===== config.mk =====
export PLATFORM = sky130hd
export DESIGN_NAME = scc_device_flat
export DESIGN_NICKNAME = d
export VERILOG_FILES = /design/src/hdl/scc_pkg.sv /design/src/hdl/scc_if.sv /design/src/hdl/scc_device.sv /design/src/flat_wrapper.sv
export SDC_FILE = /design/constraint.sdc
export NUM_CORES = 1
export LEC_CHECK = 0
export ABC_CLOCK_PERIOD_IN_PS = 4700
export BUFFER_PORTS_ARGS = -buffer_cell sky130_fd_sc_hd__buf_2
export CAP_MARGIN = 10
export CELL_PAD_IN_SITES_DETAIL_PLACEMENT = 2
export CELL_PAD_IN_SITES_GLOBAL_PLACEMENT = 2
export CORE_MARGIN = 2
export CORE_UTILIZATION = 37
export DETAILED_ROUTE_END_ITERATION = 8
export PLACE_DENSITY = 0.89
export RECOVER_POWER = 50
export SLEW_MARGIN = 5
export SYNTH_ARGS = -nofsm -noshare
export SYNTH_HDL_FRONTEND = slang
export SYNTH_SLANG_ARGS = --single-unit

===== constraint.sdc =====
create_clock -name mclk -period 4.7 [get_ports mclk]
set_input_delay 0.94 -clock mclk [delete_from_list [all_inputs] [get_ports mclk]]
set_output_delay 0.94 -clock mclk [all_outputs]
set_load 0.005 [all_outputs]

===== src/hdl/scc_pkg.sv =====
// sysref clock control: register map, field positions, reset values
// shared by the device end, the host end, the link checker and the top bench
package scc_pkg;
    localparam int ADDR_W = 8;
    localparam int DATA_W = 8;
    localparam int POS_W  = 24;

    // device register offsets
    localparam logic [7:0] OFS_ENABLE_WINDOW = 8'h29;
    localparam logic [7:0] OFS_PATH_OPTIONS  = 8'h2A;
    localparam logic [7:0] OFS_CLOCK_TUNING  = 8'h2B;
    localparam logic [7:0] OFS_POS_LOW       = 8'h2C;
    localparam logic [7:0] OFS_POS_MID       = 8'h2D;
    localparam logic [7:0] OFS_POS_HIGH      = 8'h2E;

    // sysref_enable_and_window fields
    localparam int BIT_PROC_EN  = 6;
    localparam int BIT_RECV_EN  = 5;
    localparam int BIT_ZOOM     = 4;
    localparam int SEL_MSB      = 3;
    localparam int SEL_W        = 4;
    localparam logic [7:0] MASK_ENABLE_WINDOW = 8'h7F;
    localparam logic [7:0] RST_ENABLE_WINDOW  = 8'h00;

    // sysref_path_options fields
    localparam int BIT_TIMESTAMP = 3;
    localparam int BIT_DEV_DC    = 2;
    localparam int BIT_SYS_DC    = 1;
    localparam int BIT_INVERT    = 0;
    localparam logic [7:0] MASK_PATH_OPTIONS = 8'h0F;
    localparam logic [7:0] RST_PATH_OPTIONS  = 8'h00;

    // clock_path_tuning fields
    localparam int BIT_FB_GAIN    = 4;
    localparam int BIT_NOISE_SUPP = 2;
    localparam int DEL_MSB        = 1;
    localparam int DEL_W          = 2;
    localparam logic [7:0] MASK_CLOCK_TUNING = 8'h17;
    localparam logic [7:0] RST_CLOCK_TUNING  = 8'h11;

    // host command port offsets (register index as byte address)
    localparam logic [7:0] HOFS_ENABLE_WINDOW = 8'h00;
    localparam logic [7:0] HOFS_PATH_OPTIONS  = 8'h01;
    localparam logic [7:0] HOFS_CLOCK_TUNING  = 8'h02;
    localparam logic [7:0] HOFS_POS_LOW       = 8'h03;
    localparam logic [7:0] HOFS_POS_MID       = 8'h04;
    localparam logic [7:0] HOFS_POS_HIGH      = 8'h05;
    localparam logic [7:0] HOFS_STATUS        = 8'h06;
    localparam int HST_BUSY      = 0;
    localparam int HST_ORDER_ERR = 1;
endpackage


===== src/hdl/scc_if.sv =====
// register link between host end and device end of the clock control
// one clock; read data valid the cycle after rd
`timescale 1ns/1ps
interface scc_if;
    logic       wr;
    logic       rd;
    logic [7:0] addr;
    logic [7:0] wdata;
    logic [7:0] rdata;

    modport device (input wr, input rd, input addr, input wdata, output rdata);
    modport host   (output wr, output rd, output addr, output wdata, input rdata);
endinterface


===== src/hdl/scc_device.sv =====
// device end: three clock control registers, position status readback,
// and the sysref path that they steer
// assumes sysref_in and lsb_in come from outside mclk: both synchronised
//
// The strobed register port was decided locally.
`timescale 1ns/1ps
module scc_device
    import scc_pkg::*;
(
    input  wire logic              mclk,
    input  wire logic              sys_rst,
    scc_if.device                  bus,
    input  wire logic              sysref_in,
    input  wire logic              lsb_marker_enable,
    input  wire logic              ddc_bypassed,
    input  wire logic              sample_lsb_in,
    output logic                   sysref_receiver_enable,
    output logic                   sysref_processor_enable,
    output logic                   window_zoom,
    output logic [SEL_W-1:0]       capture_delay_select,
    output logic                   device_clock_dc_mode,
    output logic                   sysref_dc_mode,
    output logic                   feedback_gain_high,
    output logic                   supply_noise_suppress,
    output logic [DEL_W-1:0]       sample_clock_delay,
    output logic                   sysref_event,
    output logic                   sample_lsb_out
);
    logic [7:0]       enable_window;
    logic [7:0]       path_options;
    logic [7:0]       clock_tuning;
    logic [POS_W-1:0] edge_position_status;
    logic [1:0]       sref_sync;
    logic [1:0]       lsb_sync;
    logic             sref_prev;
    logic             sref_aligned;
    logic [SEL_W:0]   delay_cnt;
    logic             edge_pending;
    logic [7:0]       next_rdata;
    logic             wr_enable_window;
    logic             wr_path_options;
    logic             wr_clock_tuning;
    logic             sref_rise;
    logic             stamp_active;

    // reserved bits are masked on write and read back as zero
    assign wr_enable_window = bus.wr && (bus.addr == OFS_ENABLE_WINDOW);
    assign wr_path_options  = bus.wr && (bus.addr == OFS_PATH_OPTIONS);
    assign wr_clock_tuning  = bus.wr && (bus.addr == OFS_CLOCK_TUNING);

    always_ff @(posedge mclk)
    begin
        if (sys_rst)
            enable_window <= RST_ENABLE_WINDOW;
        else if (wr_enable_window)
            enable_window <= bus.wdata & MASK_ENABLE_WINDOW;
    end

    always_ff @(posedge mclk)
    begin
        if (sys_rst)
            path_options <= RST_PATH_OPTIONS;
        else if (wr_path_options)
            path_options <= bus.wdata & MASK_PATH_OPTIONS;
    end

    always_ff @(posedge mclk)
    begin
        if (sys_rst)
            clock_tuning <= RST_CLOCK_TUNING;
        else if (wr_clock_tuning)
            clock_tuning <= bus.wdata & MASK_CLOCK_TUNING;
    end

    assign sysref_receiver_enable  = enable_window[BIT_RECV_EN];
    assign sysref_processor_enable = enable_window[BIT_PROC_EN];
    assign window_zoom             = enable_window[BIT_ZOOM];
    assign capture_delay_select    = enable_window[SEL_MSB -: SEL_W];
    assign device_clock_dc_mode    = path_options[BIT_DEV_DC];
    assign sysref_dc_mode          = path_options[BIT_SYS_DC];
    assign feedback_gain_high      = clock_tuning[BIT_FB_GAIN];
    assign supply_noise_suppress   = clock_tuning[BIT_NOISE_SUPP];
    assign sample_clock_delay      = clock_tuning[DEL_MSB -: DEL_W];

    always_ff @(posedge mclk)
    begin
        if (sys_rst)
        begin
            sref_sync <= 2'h0;
            lsb_sync  <= 2'h0;
        end
        else
        begin
            sref_sync <= {sref_sync[0], sysref_in};
            lsb_sync  <= {lsb_sync[0], sample_lsb_in};
        end
    end

    // receiver off means the pin is never looked at
    assign sref_aligned = sysref_receiver_enable
                        & (sref_sync[1] ^ path_options[BIT_INVERT]);

    // edge taken after inversion, so either polarity aligns on a rising edge
    assign sref_rise = sref_aligned && !sref_prev;

    // position status: shift in aligned level; zoom samples every
    // cycle, otherwise every cycle except the one where the aligned level falls
    always_ff @(posedge mclk)
    begin
        if (sys_rst)
        begin
            edge_position_status <= {POS_W{1'b0}};
            sref_prev            <= 1'b0;
        end
        else
        begin
            sref_prev <= sref_aligned;
            if (window_zoom || !sref_prev || sref_aligned)
                edge_position_status <= {edge_position_status[POS_W-2:0],
                                         sref_aligned};
        end
    end

    // event fires after the selected delay from a rising edge
    always_ff @(posedge mclk)
    begin
        if (sys_rst)
        begin
            delay_cnt    <= '0;
            edge_pending <= 1'b0;
            sysref_event <= 1'b0;
        end
        else
        begin
            sysref_event <= 1'b0;
            // a disable mid-count drops the edge, so no stale event fires later
            if (!sysref_processor_enable)
                edge_pending <= 1'b0;
            else if (sref_rise)
            begin
                edge_pending <= 1'b1;
                delay_cnt    <= {1'b0, capture_delay_select};
            end
            else if (edge_pending)
            begin
                if (delay_cnt == '0)
                begin
                    edge_pending <= 1'b0;
                    sysref_event <= 1'b1;
                end
                else
                    delay_cnt <= delay_cnt - 1'b1;
            end
        end
    end

    // timestamp only valid when ddc is bypassed; decimated samples keep their lsb
    assign stamp_active = path_options[BIT_TIMESTAMP] && lsb_marker_enable
                        && ddc_bypassed;

    always_ff @(posedge mclk)
    begin
        if (sys_rst)
            sample_lsb_out <= 1'b0;
        else if (stamp_active)
            sample_lsb_out <= sref_aligned;
        else
            sample_lsb_out <= lsb_sync[1];
    end

    always_comb
    begin
        case (bus.addr)
            OFS_ENABLE_WINDOW: next_rdata = enable_window;
            OFS_PATH_OPTIONS:  next_rdata = path_options;
            OFS_CLOCK_TUNING:  next_rdata = clock_tuning;
            OFS_POS_LOW:       next_rdata = edge_position_status[7:0];
            OFS_POS_MID:       next_rdata = edge_position_status[15:8];
            OFS_POS_HIGH:      next_rdata = edge_position_status[23:16];
            default:           next_rdata = 8'h00;
        endcase
    end

    always_ff @(posedge mclk)
    begin
        if (sys_rst)
            bus.rdata <= 8'h00;
        else if (bus.rd)
            bus.rdata <= next_rdata;
        else
            bus.rdata <= 8'h00;
    end
endmodule


===== src/flat_wrapper.sv =====
// flat-port wrapper written by rule: the top's interface ports become plain ports
module scc_device_flat import scc_pkg::*;
  (mclk, sys_rst, sysref_in, lsb_marker_enable, ddc_bypassed, sample_lsb_in, sysref_receiver_enable, sysref_processor_enable, window_zoom, capture_delay_select, device_clock_dc_mode, sysref_dc_mode, feedback_gain_high, supply_noise_suppress, sample_clock_delay, sysref_event, sample_lsb_out, bus_wr, bus_rd, bus_addr, bus_wdata, bus_rdata);
  scc_if bus_i ();
  input  wire logic mclk;
  input  wire logic sys_rst;
  input  wire logic sysref_in;
  input  wire logic lsb_marker_enable;
  input  wire logic ddc_bypassed;
  input  wire logic sample_lsb_in;
  output logic sysref_receiver_enable;
  output logic sysref_processor_enable;
  output logic window_zoom;
  output logic [SEL_W-1:0] capture_delay_select;
  output logic device_clock_dc_mode;
  output logic sysref_dc_mode;
  output logic feedback_gain_high;
  output logic supply_noise_suppress;
  output logic [DEL_W-1:0] sample_clock_delay;
  output logic sysref_event;
  output logic sample_lsb_out;
  input wire logic [$bits(bus_i.wr)-1:0] bus_wr;
  input wire logic [$bits(bus_i.rd)-1:0] bus_rd;
  input wire logic [$bits(bus_i.addr)-1:0] bus_addr;
  input wire logic [$bits(bus_i.wdata)-1:0] bus_wdata;
  output wire logic [$bits(bus_i.rdata)-1:0] bus_rdata;
  assign bus_i.wr = bus_wr;
  assign bus_i.rd = bus_rd;
  assign bus_i.addr = bus_addr;
  assign bus_i.wdata = bus_wdata;
  assign bus_rdata = bus_i.rdata;
  scc_device u_core (.mclk(mclk), .sys_rst(sys_rst), .bus(bus_i), .sysref_in(sysref_in), .lsb_marker_enable(lsb_marker_enable), .ddc_bypassed(ddc_bypassed), .sample_lsb_in(sample_lsb_in), .sysref_receiver_enable(sysref_receiver_enable), .sysref_processor_enable(sysref_processor_enable), .window_zoom(window_zoom), .capture_delay_select(capture_delay_select), .device_clock_dc_mode(device_clock_dc_mode), .sysref_dc_mode(sysref_dc_mode), .feedback_gain_high(feedback_gain_high), .supply_noise_suppress(supply_noise_suppress), .sample_clock_delay(sample_clock_delay), .sysref_event(sysref_event), .sample_lsb_out(sample_lsb_out));
endmodule

==> impl_metrics.ini, run 1 <==
[finish]
synthesis_to_finish_area_growth_pct = 18.14
multi_input_comb_area_sq_um = 1320
drive_gt1_share_pct = 20.71
nNetsFinal = 329
diodes = 0
fillers = 739
register_area_sq_um = 1201
final_util_pct = 44.97

[critical_path]
worst_endpoint_required_time_ns = 4.95
critical_path_arrival_ns = 3.41
worst_setup_path_class = in -> reg
worstPathCellList = clkbuf_1 > or4b_4 > or3_4 > nor3_1
critPathLaunchType = input port
setup.reg_to_reg.worst_slack_ns = 2.46
crit_end_element = register
timing.critical_path.max_delay_family = simple AND/OR/NAND/NOR gates
cp_slowest_cell = sky130_fd_sc_hd__or4b_4
critical_path_fanout_max = 56
critical-path-max-stage-delay_ns = 0.90
crit-reg2reg-capture = u_core.delay_cnt[2]
critical_path.n_buffers_inverters = 1
r2r_cells = 6
r2r_start = u_core.delay_cnt[1]

[sta]
maxSlewHeadroom_pct = -57.26
finalSetupTns_ns = 0
post-route-min-period_ns = 3.159
final-hold-violation-count = 0
layout_worst_path_cycle_share_pct = 67.20
achievable-frequency_ghz = 0.3166
clock-skew-final_ns = 0.01194
rsz0062_at_grt = no
max_slew.worst_pin.slew_ns = 2.359
timing_max_transition_violations_final = 57
finalSetupViolations = 0

[synthesis]
synth_simple_gate_area_share_pct = 20.90
synth_area_sq_um = 2586
synth_xor_area_share_pct = 0.6773
ys_seq_elements = 60
synthesis.yosys.warnings = 0
synth_top_cell_area_share_pct = 46.44
netlist.top_cell.by_area = sky130_fd_sc_hd__dfxtp_1
post_synth_fa_ha_maj_area_fraction_pct = 0.4838
synth_edf_count = 0
synthesized_netlist_cell_count = 261
syn_nets = 286
dominant_combinational_cell_family_by_area_after_synthesis = simple AND/OR/NAND/NOR gates
async_flop_share_pct = 0
synth_area_leaders = sky130_fd_sc_hd__dfxtp_1 46%, sky130_fd_sc_hd__mux2i_1 17%, sky130_fd_sc_hd__nor2_1 7.0%
synth_compound_gate_area_share_pct = 10.06
yosys-mux-area-fraction_pct = 18.77
sequential_to_total_area_share_from_yosys_stat_pct = 46.44
top_cell_types_by_occurrence_after_synthesis = 60 x sky130_fd_sc_hd__dfxtp_1, 48 x sky130_fd_sc_hd__nor2_1, 44 x sky130_fd_sc_hd__mux2i_1
syn-mean-instance-area_sq_um = 9.909
post_synth_num_cell_types = 44
most_frequent_cell_after_synthesis = sky130_fd_sc_hd__dfxtp_1
synthFlopType = sky130_fd_sc_hd__dfxtp_1

[power_and_ir_drop]
portion_of_total_power_attributed_to_combinational_logic_pct = 4.5
seq_power_share_pct = 50.1
pwr-share-clk_pct = 45.4
sw_pwr_mw = 0.2512
internal_power_mw = 0.7686
ir_drop_mv = 0.1534
switching_share_pct = 24.63
static_power_due_to_leakage_nw = 1.122
total_power_mw = 1.020
pwr_density_cell_nw_per_um2 = 333.8

[placed_design]
dp.final_hpwl_mm = 5.243
gp_congestion = 0.7574
port-buffer-count = 45

[cts]
ctsHtreeMaxLevel = 3
cts_num_sinks = 60
ctsRootBufferMaster = sky130_fd_sc_hd__clkbuf_8
clk_transition_reported_paths_ns = 0.07
cts_buffers = 9
tritoncts = yes
postCtsSetupRepairBufs = 0
cts_resized = 0
postCtsHoldBufs = 0
worstSkewPairLatency_ns = 0.35
clock_path_buffers = 2

[floorplanning]
die_height_microns = 87.61
floorplan.io_pins = 47
placement_rows = 30
fp.dieW_microns = 87.61
floorplan.initialDensity_pct = 38.07
core_area_sq_um = 6794
die_area_sq_um = 7675

[routing]
drt_iter0_drc = 101
remaining_drc_errors = 0
drt-pass1-iter-count = 4
totalWireLength_mm = 8.339
wl_per_cell_microns = 20.59
viasPerCell = 5.309
dr_total_vias = 2150
detail-route-antenna-nets = 0

[worst_hold_path]
worst_hold_path.num_cells = 1
min_path_type = reg -> reg
min-delay-start = u_core.sref_sync[0]
whs_endpoint = u_core.sref_sync[1]

[global_route]
track_usage_pct = 23.55
grt_start_max_net_pins = 57
number_of_global_route_vias_before_repair = 2412
grt-ovfl-total = 0
wire_length_of_the_first_global_routing_pass_mm = 13.28
number_of_antenna_violations_at_the_first_check_in_global_routing = 0

[run_status]
status = finished, violations left
failing_checks = max-capacitance violations, max-slew violations

[job]
max_cap_violations = 1
## stage by stage
stage	hold WS, ns	setup WS (ns)	instances	instance area (sq um)
after floorplan	0.4138	2.308	261	2586
after global placement	0.4186	1.859	389	2885
after detailed placement	0.4544	1.806	389	2885
after CTS	0.4622	2.236	405	3069
after global routing	0.4724	1.379	405	3055
final	0.4592	1.541	405	3055
## layer usage
| metal | share of wire (%) | up-vias | wire length, microns | GRT usage [%] |
|---|---|---|---|---|
| met5 | 0 | - | 0 | 0 |
| met4 | 2.6 | 0 | 216 | 9.371 |
| li1 | - | 1005 | - | - |
| met1 | 42 | 1070 | 3518 | 28.02 |
| met2 | 52 | 54 | 4309 | 40.70 |
| met3 | 3.5 | 21 | 294 | 5.844 |
## power groups by stage
stage                     combinational (mW)  clock, mW  sequential [mW]
after floorplan                       0.0273          0            0.522
after global placement                0.0427          0            0.523
after detailed placement              0.0448          0            0.523
after CTS                             0.0465      0.468            0.511
after global routing                  0.0501      0.500            0.511
final                                 0.0462      0.463            0.511
## flip-flops by register name, summed over array words and instances (netlist names)
name and flops:
u_core.bus.rdata 8, u_core.clock_tuning 4, u_core.delay_cnt 5, u_core.edge_pending 1, u_core.edge_position_status 24, u_core.enable_window 7, u_core.lsb_sync 2, u_core.path_options 4
u_core.sample_lsb_out 1, u_core.sref_prev 1, u_core.sref_sync 2, u_core.sysref_event 1
## how the worst max path moves through the flow
stage                      from  slack (ns)                  end  cells past startpoint
floorplan           bus_addr[6]        2.31  u_core.bus.rdata[3]                      4
global placement        sys_rst        1.86  u_core.bus.rdata[3]                      4
detailed placement      sys_rst        1.81  u_core.bus.rdata[3]                      4
CTS                     sys_rst        2.24  u_core.bus.rdata[3]                      4
global route            sys_rst        1.38  u_core.bus.rdata[3]                      4
finish                  sys_rst        1.54  u_core.bus.rdata[3]                      4
## kinds of logic (layout without fill, tap and decap cells)
group	count (synthesis)	in the layout
and+or+nand+nor	97	97
buffers and inverters	17	65
AOI/OAI and AO/OA	36	36
adders and majority gates	1	1
DFF	60	60
muxes	48	48
xor gates and xnor gates	2	2
## cell usage in the layout (no fill, tap or decap), types with 3 or more instances in the layout
master	instances
sky130_fd_sc_hd__dfxtp_1	60
sky130_fd_sc_hd__nor2_1	48
sky130_fd_sc_hd__mux2i_1	44
sky130_fd_sc_hd__buf_2	34
sky130_fd_sc_hd__a21oi_1	13
sky130_fd_sc_hd__clkbuf_1	12
sky130_fd_sc_hd__nor2b_1	10
sky130_fd_sc_hd__clkbuf_8	9
sky130_fd_sc_hd__nand2b_1	7
sky130_fd_sc_hd__nand2_1	7
sky130_fd_sc_hd__nor3_1	5
sky130_fd_sc_hd__mux2_2	4
sky130_fd_sc_hd__inv_1	3
sky130_fd_sc_hd__a221oi_1	3
sky130_fd_sc_hd__and3b_1	3
sky130_fd_sc_hd__o2bb2ai_1	3
sky130_fd_sc_hd__clkinv_2	3
## final cells by class
type / instances / area share, %
repair buffers: 46 / 7.166
inverters: 3 / 0.3686
multi-input cells: 184 / 43.20
clock inverters: 5 / 1.720
clock buffers: 11 / 4.300
flip-flops and latches: 60 / 39.31
well taps: 96 / 3.931
Power figures use the tool's default switching activity.
==> run 2: changes to the inputs <==
ABC_CLOCK_PERIOD_IN_PS = 3300   (was 4700)
CORE_UTILIZATION = 34   (was 37)
PLACE_DENSITY = 0.83   (was 0.89)
clock period = 3.3 ns   (was 4.7 ns; I/O delays follow)
==> run 2 against run 1 <==
  * The run still ends with max-capacitance violations, max-slew violations left
  * Clock power rose by 65%
  * Routed wire length down 5.8%
  * Critical path depth rose by 1
  * Sequential cell count stayed put
  * First-iteration DRC count fell by 32%
  * Hold slack gained 0.00090 ns
  * Register-to-register slack lost 1.8 ns
  * Global-route usage is 3.5 points lower
  * Critical endpoint is now u_core.edge_position_status[21]
==> impl_metrics.ini, run 2 (synthesized netlist as in run 1, its figures left out) <==
[cts]
cts_resized = 0
tritoncts = yes
postCtsHoldBufs = 0
ctsRootBufferMaster = sky130_fd_sc_hd__clkbuf_8
cts_buffers = 9
clk_transition_reported_paths_ns = 0.07
ctsHtreeMaxLevel = 3
cts_num_sinks = 60
postCtsSetupRepairBufs = 0
clock_path_buffers = 2
worstSkewPairLatency_ns = 0.34

[power_and_ir_drop]
internal_power_mw = 1.211
pwr-share-clk_pct = 49.0
ir_drop_mv = 0.2098
switching_share_pct = 22.25
seq_power_share_pct = 46.8
static_power_due_to_leakage_nw = 1.137
portion_of_total_power_attributed_to_combinational_logic_pct = 4.3
pwr_density_cell_nw_per_um2 = 502.3
total_power_mw = 1.557
sw_pwr_mw = 0.3465

[placed_design]
dp.final_hpwl_mm = 5.418
pre_cts_slack_ns = 0.6539
gp_congestion = 0.7423
port-buffer-count = 45

[run_status]
status = finished, violations left
failing_checks = max-capacitance violations, max-slew violations

[sta]
clock-skew-final_ns = 0.007320
maxSlewHeadroom_pct = -12.01
timing_max_transition_violations_final = 24
worst_slack_ns = 0.6911
final-hold-violation-count = 0
holdWs_ns = 0.4601
finalSetupViolations = 0
finalSetupTns_ns = 0
max_slew.worst_pin.slew_ns = 1.680
post-route-min-period_ns = 2.609
layout_worst_path_cycle_share_pct = 79.06
rsz0062_at_grt = no
achievable-frequency_ghz = 0.3833

[routing]
totalWireLength_mm = 7.856
wl_per_cell_microns = 19.25
drt-pass1-iter-count = 5
remaining_drc_errors = 0
detail-route-antenna-nets = 0
viasPerCell = 5.319
drt_iter0_drc = 69
dr_total_vias = 2170

[critical_path]
cp_slowest_cell = sky130_fd_sc_hd__clkbuf_1
critPathLaunchType = register
critical_path.n_buffers_inverters = 1
critical-path-max-stage-delay_ns = 1.22
timing.critical_path.max_delay_family = buffers and inverters
crit_end_element = register
critical_path_fanout_max = 23
worst_endpoint_required_time_ns = 3.52
worstPathCellList = xor2_1 > a21oi_2 > clkbuf_1 > mux2i_1 > nor2_1
worst_setup_path_class = reg -> reg
critical_path_arrival_ns = 2.83

[finish]
largest_register_ff_count = 24
synthesis_to_finish_area_growth_pct = 19.88
largest_register = u_core.edge_position_status
layout.cells.most_common = sky130_fd_sc_hd__dfxtp_1
layout_common_cells = 60 x sky130_fd_sc_hd__dfxtp_1, 48 x sky130_fd_sc_hd__nor2_1, 44 x sky130_fd_sc_hd__mux2i_1, 32 x sky130_fd_sc_hd__buf_2, 14 x sky130_fd_sc_hd__clkbuf_1
drive_gt1_share_pct = 20.39
top_regs = u_core.edge_position_status (24), u_core.bus.rdata (8), u_core.enable_window (7)
nNetsFinal = 330
diodes = 0

[global_route]
wire_length_of_the_first_global_routing_pass_mm = 12.74
number_of_antenna_violations_at_the_first_check_in_global_routing = 0
track_usage_pct = 20.04
grt_start_max_net_pins = 56
number_of_global_route_vias_before_repair = 2323
grt-ovfl-total = 0

[worst_hold_path]
min_path_type = reg -> reg

[floorplanning]
floorplan.initialDensity_pct = 35.47
core_area_sq_um = 7292
die_height_microns = 91.22
fp.dieW_microns = 91.22
floorplan.io_pins = 47
placement_rows = 31
die_area_sq_um = 8320

[job]
max_cap_violations = 1
## run 2: cell count changes in the layout (fill, tap and decap cells not counted), sizes merged
cell,before,now
clkbuf,21,25
buf,36,33
clkinv,3,1
bufinv,1,2
## run 2: power by group through the flow
stage	registers [mW]	clock network [mW]	logic, mW
floorplan	0.744	0	0.0388
global route	0.728	0.810	0.0729
global placement	0.744	0	0.0625
CTS	0.728	0.774	0.0671
detailed placement	0.745	0	0.0659
finish	0.728	0.763	0.0666
## run 2: per-stage QoR
stage / util (%) / std cells / instance area [sq um]
finish: 42.52 / 408 / 3100
global route: 42.52 / 408 / 3100
CTS: 42.79 / 408 / 3120
detailed placement: 39.72 / 393 / 2897
global placement: 39.72 / 393 / 2897
floorplan: - / 261 / 2586
## run 2: final cells by class
class / instances / area, sq um
timing repair buffer: 47 / 220.2
inverter: 3 / 11.26
clock buffer: 11 / 151.4
tap: 99 / 123.9
sequential: 60 / 1201
clock inverter: 4 / 72.57
fill: 841 / 4192
multi-input combinational: 184 / 1320
## run 2: path summary, 6_finish.rpt
check / start / endpoint / slack, ns / depth (start not counted)
worst min-delay path: u_core.lsb_sync[0] / u_core.lsb_sync[1] / 0.46 / 1
worst max register to register: u_core.path_options[0] / u_core.edge_position_status[21] / 0.69 / 5
worst max-delay path: u_core.path_options[0] / u_core.edge_position_status[21] / 0.69 / 5
worst min register to register: u_core.lsb_sync[0] / u_core.lsb_sync[1] / 0.46 / 1
## run 2: routing by layer
layer | part of all wire (%) | track usage, %
met1 | 43 | 24.28
met2 | 51 | 35.00
met3 | 5.1 | 5.145
met4 | 1.2 | 5.682
met5 | 0 | 0
## run 2: worst reg2reg max path: cells and delay by family (launching register included)
| family | cells | cell delay (ns) |
|---|---|---|
| AND/OR/NAND/NOR | 1 | 0.07 |
| XOR/XNOR | 1 | 0.21 |
| AO/OA/AOI/OAI | 1 | 0.18 |
| flip-flops | 1 | 0.43 |
| buffers and inverters | 1 | 1.22 |
| multiplexers | 1 | 0.38 |
==> run 3: changes to the inputs <==
ABC_CLOCK_PERIOD_IN_PS = 2660   (was 3300)
clock period = 2.66 ns   (was 3.3 ns; I/O delays follow)
==> run 3 against run 2 <==
  * The flow now finishes without violations
  * Hold slack worse by 0.067 ns
  * Global-route usage is 0.78 points lower
  * Final area is 1.5% lower
  * Clock-buffer cell count is 2 higher
  * Non-clock buffer count is 3 higher
  * Clock power is 3.4% lower
  * Critical path type is now in -> reg
==> impl_metrics.ini, run 3 (synthesized netlist as in run 1, its figures left out) <==
[finish]
largest_register_ff_count = 24
final_util_pct = 41.87
drive_gt1_share_pct = 18.59
nNetsFinal = 333
fin_area_sq_um = 3053
fillers = 840
layout_common_cells = 60 x sky130_fd_sc_hd__dfxtp_1, 48 x sky130_fd_sc_hd__nor2_1, 44 x sky130_fd_sc_hd__mux2i_1, 27 x sky130_fd_sc_hd__buf_2, 21 x sky130_fd_sc_hd__clkbuf_1
layout.cells.most_common = sky130_fd_sc_hd__dfxtp_1
top_regs = u_core.edge_position_status (24), u_core.bus.rdata (8), u_core.enable_window (7)
largest_register = u_core.edge_position_status
diodes = 0
synthesis_to_finish_area_growth_pct = 18.05

[sta]
timing_max_transition_violations_final = 0
finalSetupTns_ns = 0
finalSetupViolations = 0
layout_worst_path_cycle_share_pct = 83.30
clock-skew-final_ns = 0.006535
maxSlewHeadroom_pct = 27.00
final-hold-violation-count = 0
holdWs_ns = 0.3930
achievable-frequency_ghz = 0.4513
max_slew.worst_pin.slew_ns = 1.095
rsz0062_at_grt = no
post-route-min-period_ns = 2.216

[floorplanning]
core_area_sq_um = 7292
die_height_microns = 91.22
die_area_sq_um = 8320
floorplan.initialDensity_pct = 35.47
placement_rows = 31
fp.dieW_microns = 91.22
floorplan.io_pins = 47

[global_route]
grt_start_max_net_pins = 56
grt-ovfl-total = 0
wire_length_of_the_first_global_routing_pass_mm = 12.31
number_of_antenna_violations_at_the_first_check_in_global_routing = 0
number_of_global_route_vias_before_repair = 2328
track_usage_pct = 19.26

[critical_path]
critical-path-max-stage-delay_ns = 0.63
timing.critical_path.max_delay_family = simple AND/OR/NAND/NOR gates
critical_path_fanout_max = 19
worst_setup_path_class = in -> reg
critical_path.n_buffers_inverters = 2
worstPathCellList = clkbuf_1 > nand2b_1 > nor4_1 > buf_4 > nor3_1 > a21oi_1
crit_end_element = register
r2r_start = u_core.delay_cnt[0]
cp_slowest_cell = sky130_fd_sc_hd__nor4_1
setup.reg_to_reg.worst_slack_ns = 0.54
worst_endpoint_required_time_ns = 2.93
critical_path_arrival_ns = 2.49
critPathLaunchType = input port
worstSetupStartpoint = bus_addr[2]

[cts]
cts_resized = 0
clk_transition_reported_paths_ns = 0.07
ctsHtreeMaxLevel = 3
clock_path_buffers = 2
postCtsSetupRepairBufs = 0
worstSkewPairLatency_ns = 0.35
cts_num_sinks = 60
cts_buffers = 9
postCtsHoldBufs = 0
tritoncts = yes
ctsRootBufferMaster = sky130_fd_sc_hd__clkbuf_8

[power_and_ir_drop]
static_power_due_to_leakage_nw = 1.111
pwr_density_cell_nw_per_um2 = 563.4
ir_drop_mv = 0.2526

[placed_design]
port-buffer-count = 45
place_area_sq_um = 2919
dp.final_hpwl_mm = 5.170
gp_congestion = 0.7649

[job]
max_cap_violations = 0

[routing]
detail-route-antenna-nets = 0
drt_iter0_drc = 71
totalWireLength_mm = 7.539
viasPerCell = 5.190
dr_total_vias = 2133
remaining_drc_errors = 0
wl_per_cell_microns = 18.34
drt-pass1-iter-count = 4

[worst_hold_path]
min_path_type = in -> reg
min-delay-start = sample_lsb_in

[run_status]
status = complete, no violations
run 3: changes by cell type in the layout (fill, tap and decap cells not counted):
cell	change
sky130_fd_sc_hd__nor4_1	+1
sky130_fd_sc_hd__clkbuf_2	+1
sky130_fd_sc_hd__nor4_2	-1
sky130_fd_sc_hd__bufinv_16	-2
sky130_fd_sc_hd__clkinv_2	+1
sky130_fd_sc_hd__buf_4	+2
sky130_fd_sc_hd__clkinvlp_4	-1
sky130_fd_sc_hd__buf_2	-5
sky130_fd_sc_hd__clkbuf_1	+7
run 3: path summary, 6_finish.rpt:
path	to	cells past startpoint
min reg2reg	u_core.lsb_sync[1]	1
min	u_core.lsb_sync[0]	2
max	u_core.clock_tuning[4]	6
max reg2reg	u_core.delay_cnt[2]	6
run 3: through the flow:
step | cells | setup slack [ns] | power [mW]
after global routing | 411 | 0.3156 | 1.789
final | 411 | 0.4442 | 1.720
after detailed placement | 396 | 0.4808 | 1.004
after CTS | 411 | 0.5519 | 1.739
after floorplan | 261 | 0.6758 | 0.9714
after global placement | 396 | 0.4918 | 1.002
run 3: final cells by class:
cell class	instances	area (sq um)	share of cell area [%]
Clock buffer	13	158.9	5.205
Sequential cell	60	1201	39.34
Inverter	3	11.26	0.3689
Timing Repair Buffer	50	234.0	7.664
Clock inverter	2	10.01	0.3279
Multi-Input combinational cell	184	1314	43.03
Tap cell	99	123.9	4.057
run 3: metal layers:
metal  GRT usage, %  wire [microns]  up-vias
met5              0               0        -
met2          33.40            3810       48
met4          9.722             169        0
li1               -               -     1013
met3          3.237             219       13
met1          22.85            3340     1059
run 3: worst reg2reg max path: stages, from the launching register on:
cell and delay, ns:
sky130_fd_sc_hd__dfxtp_1 0.33, sky130_fd_sc_hd__inv_1 0.07, sky130_fd_sc_hd__ha_1 0.17, sky130_fd_sc_hd__or4b_2 0.64, sky130_fd_sc_hd__a32oi_2 0.45, sky130_fd_sc_hd__nor2_1 0.10, sky130_fd_sc_hd__a32o_1 0.26
run 3: report_power, final:
part | leakage (nW) | switching, mW | total [mW] | internal (mW)
sequential | 0.484 | 0.00161 | 0.903 | 0.902
clock | 0.0893 | 0.356 | 0.737 | 0.381
combinational | 0.538 | 0.0509 | 0.0794 | 0.0285
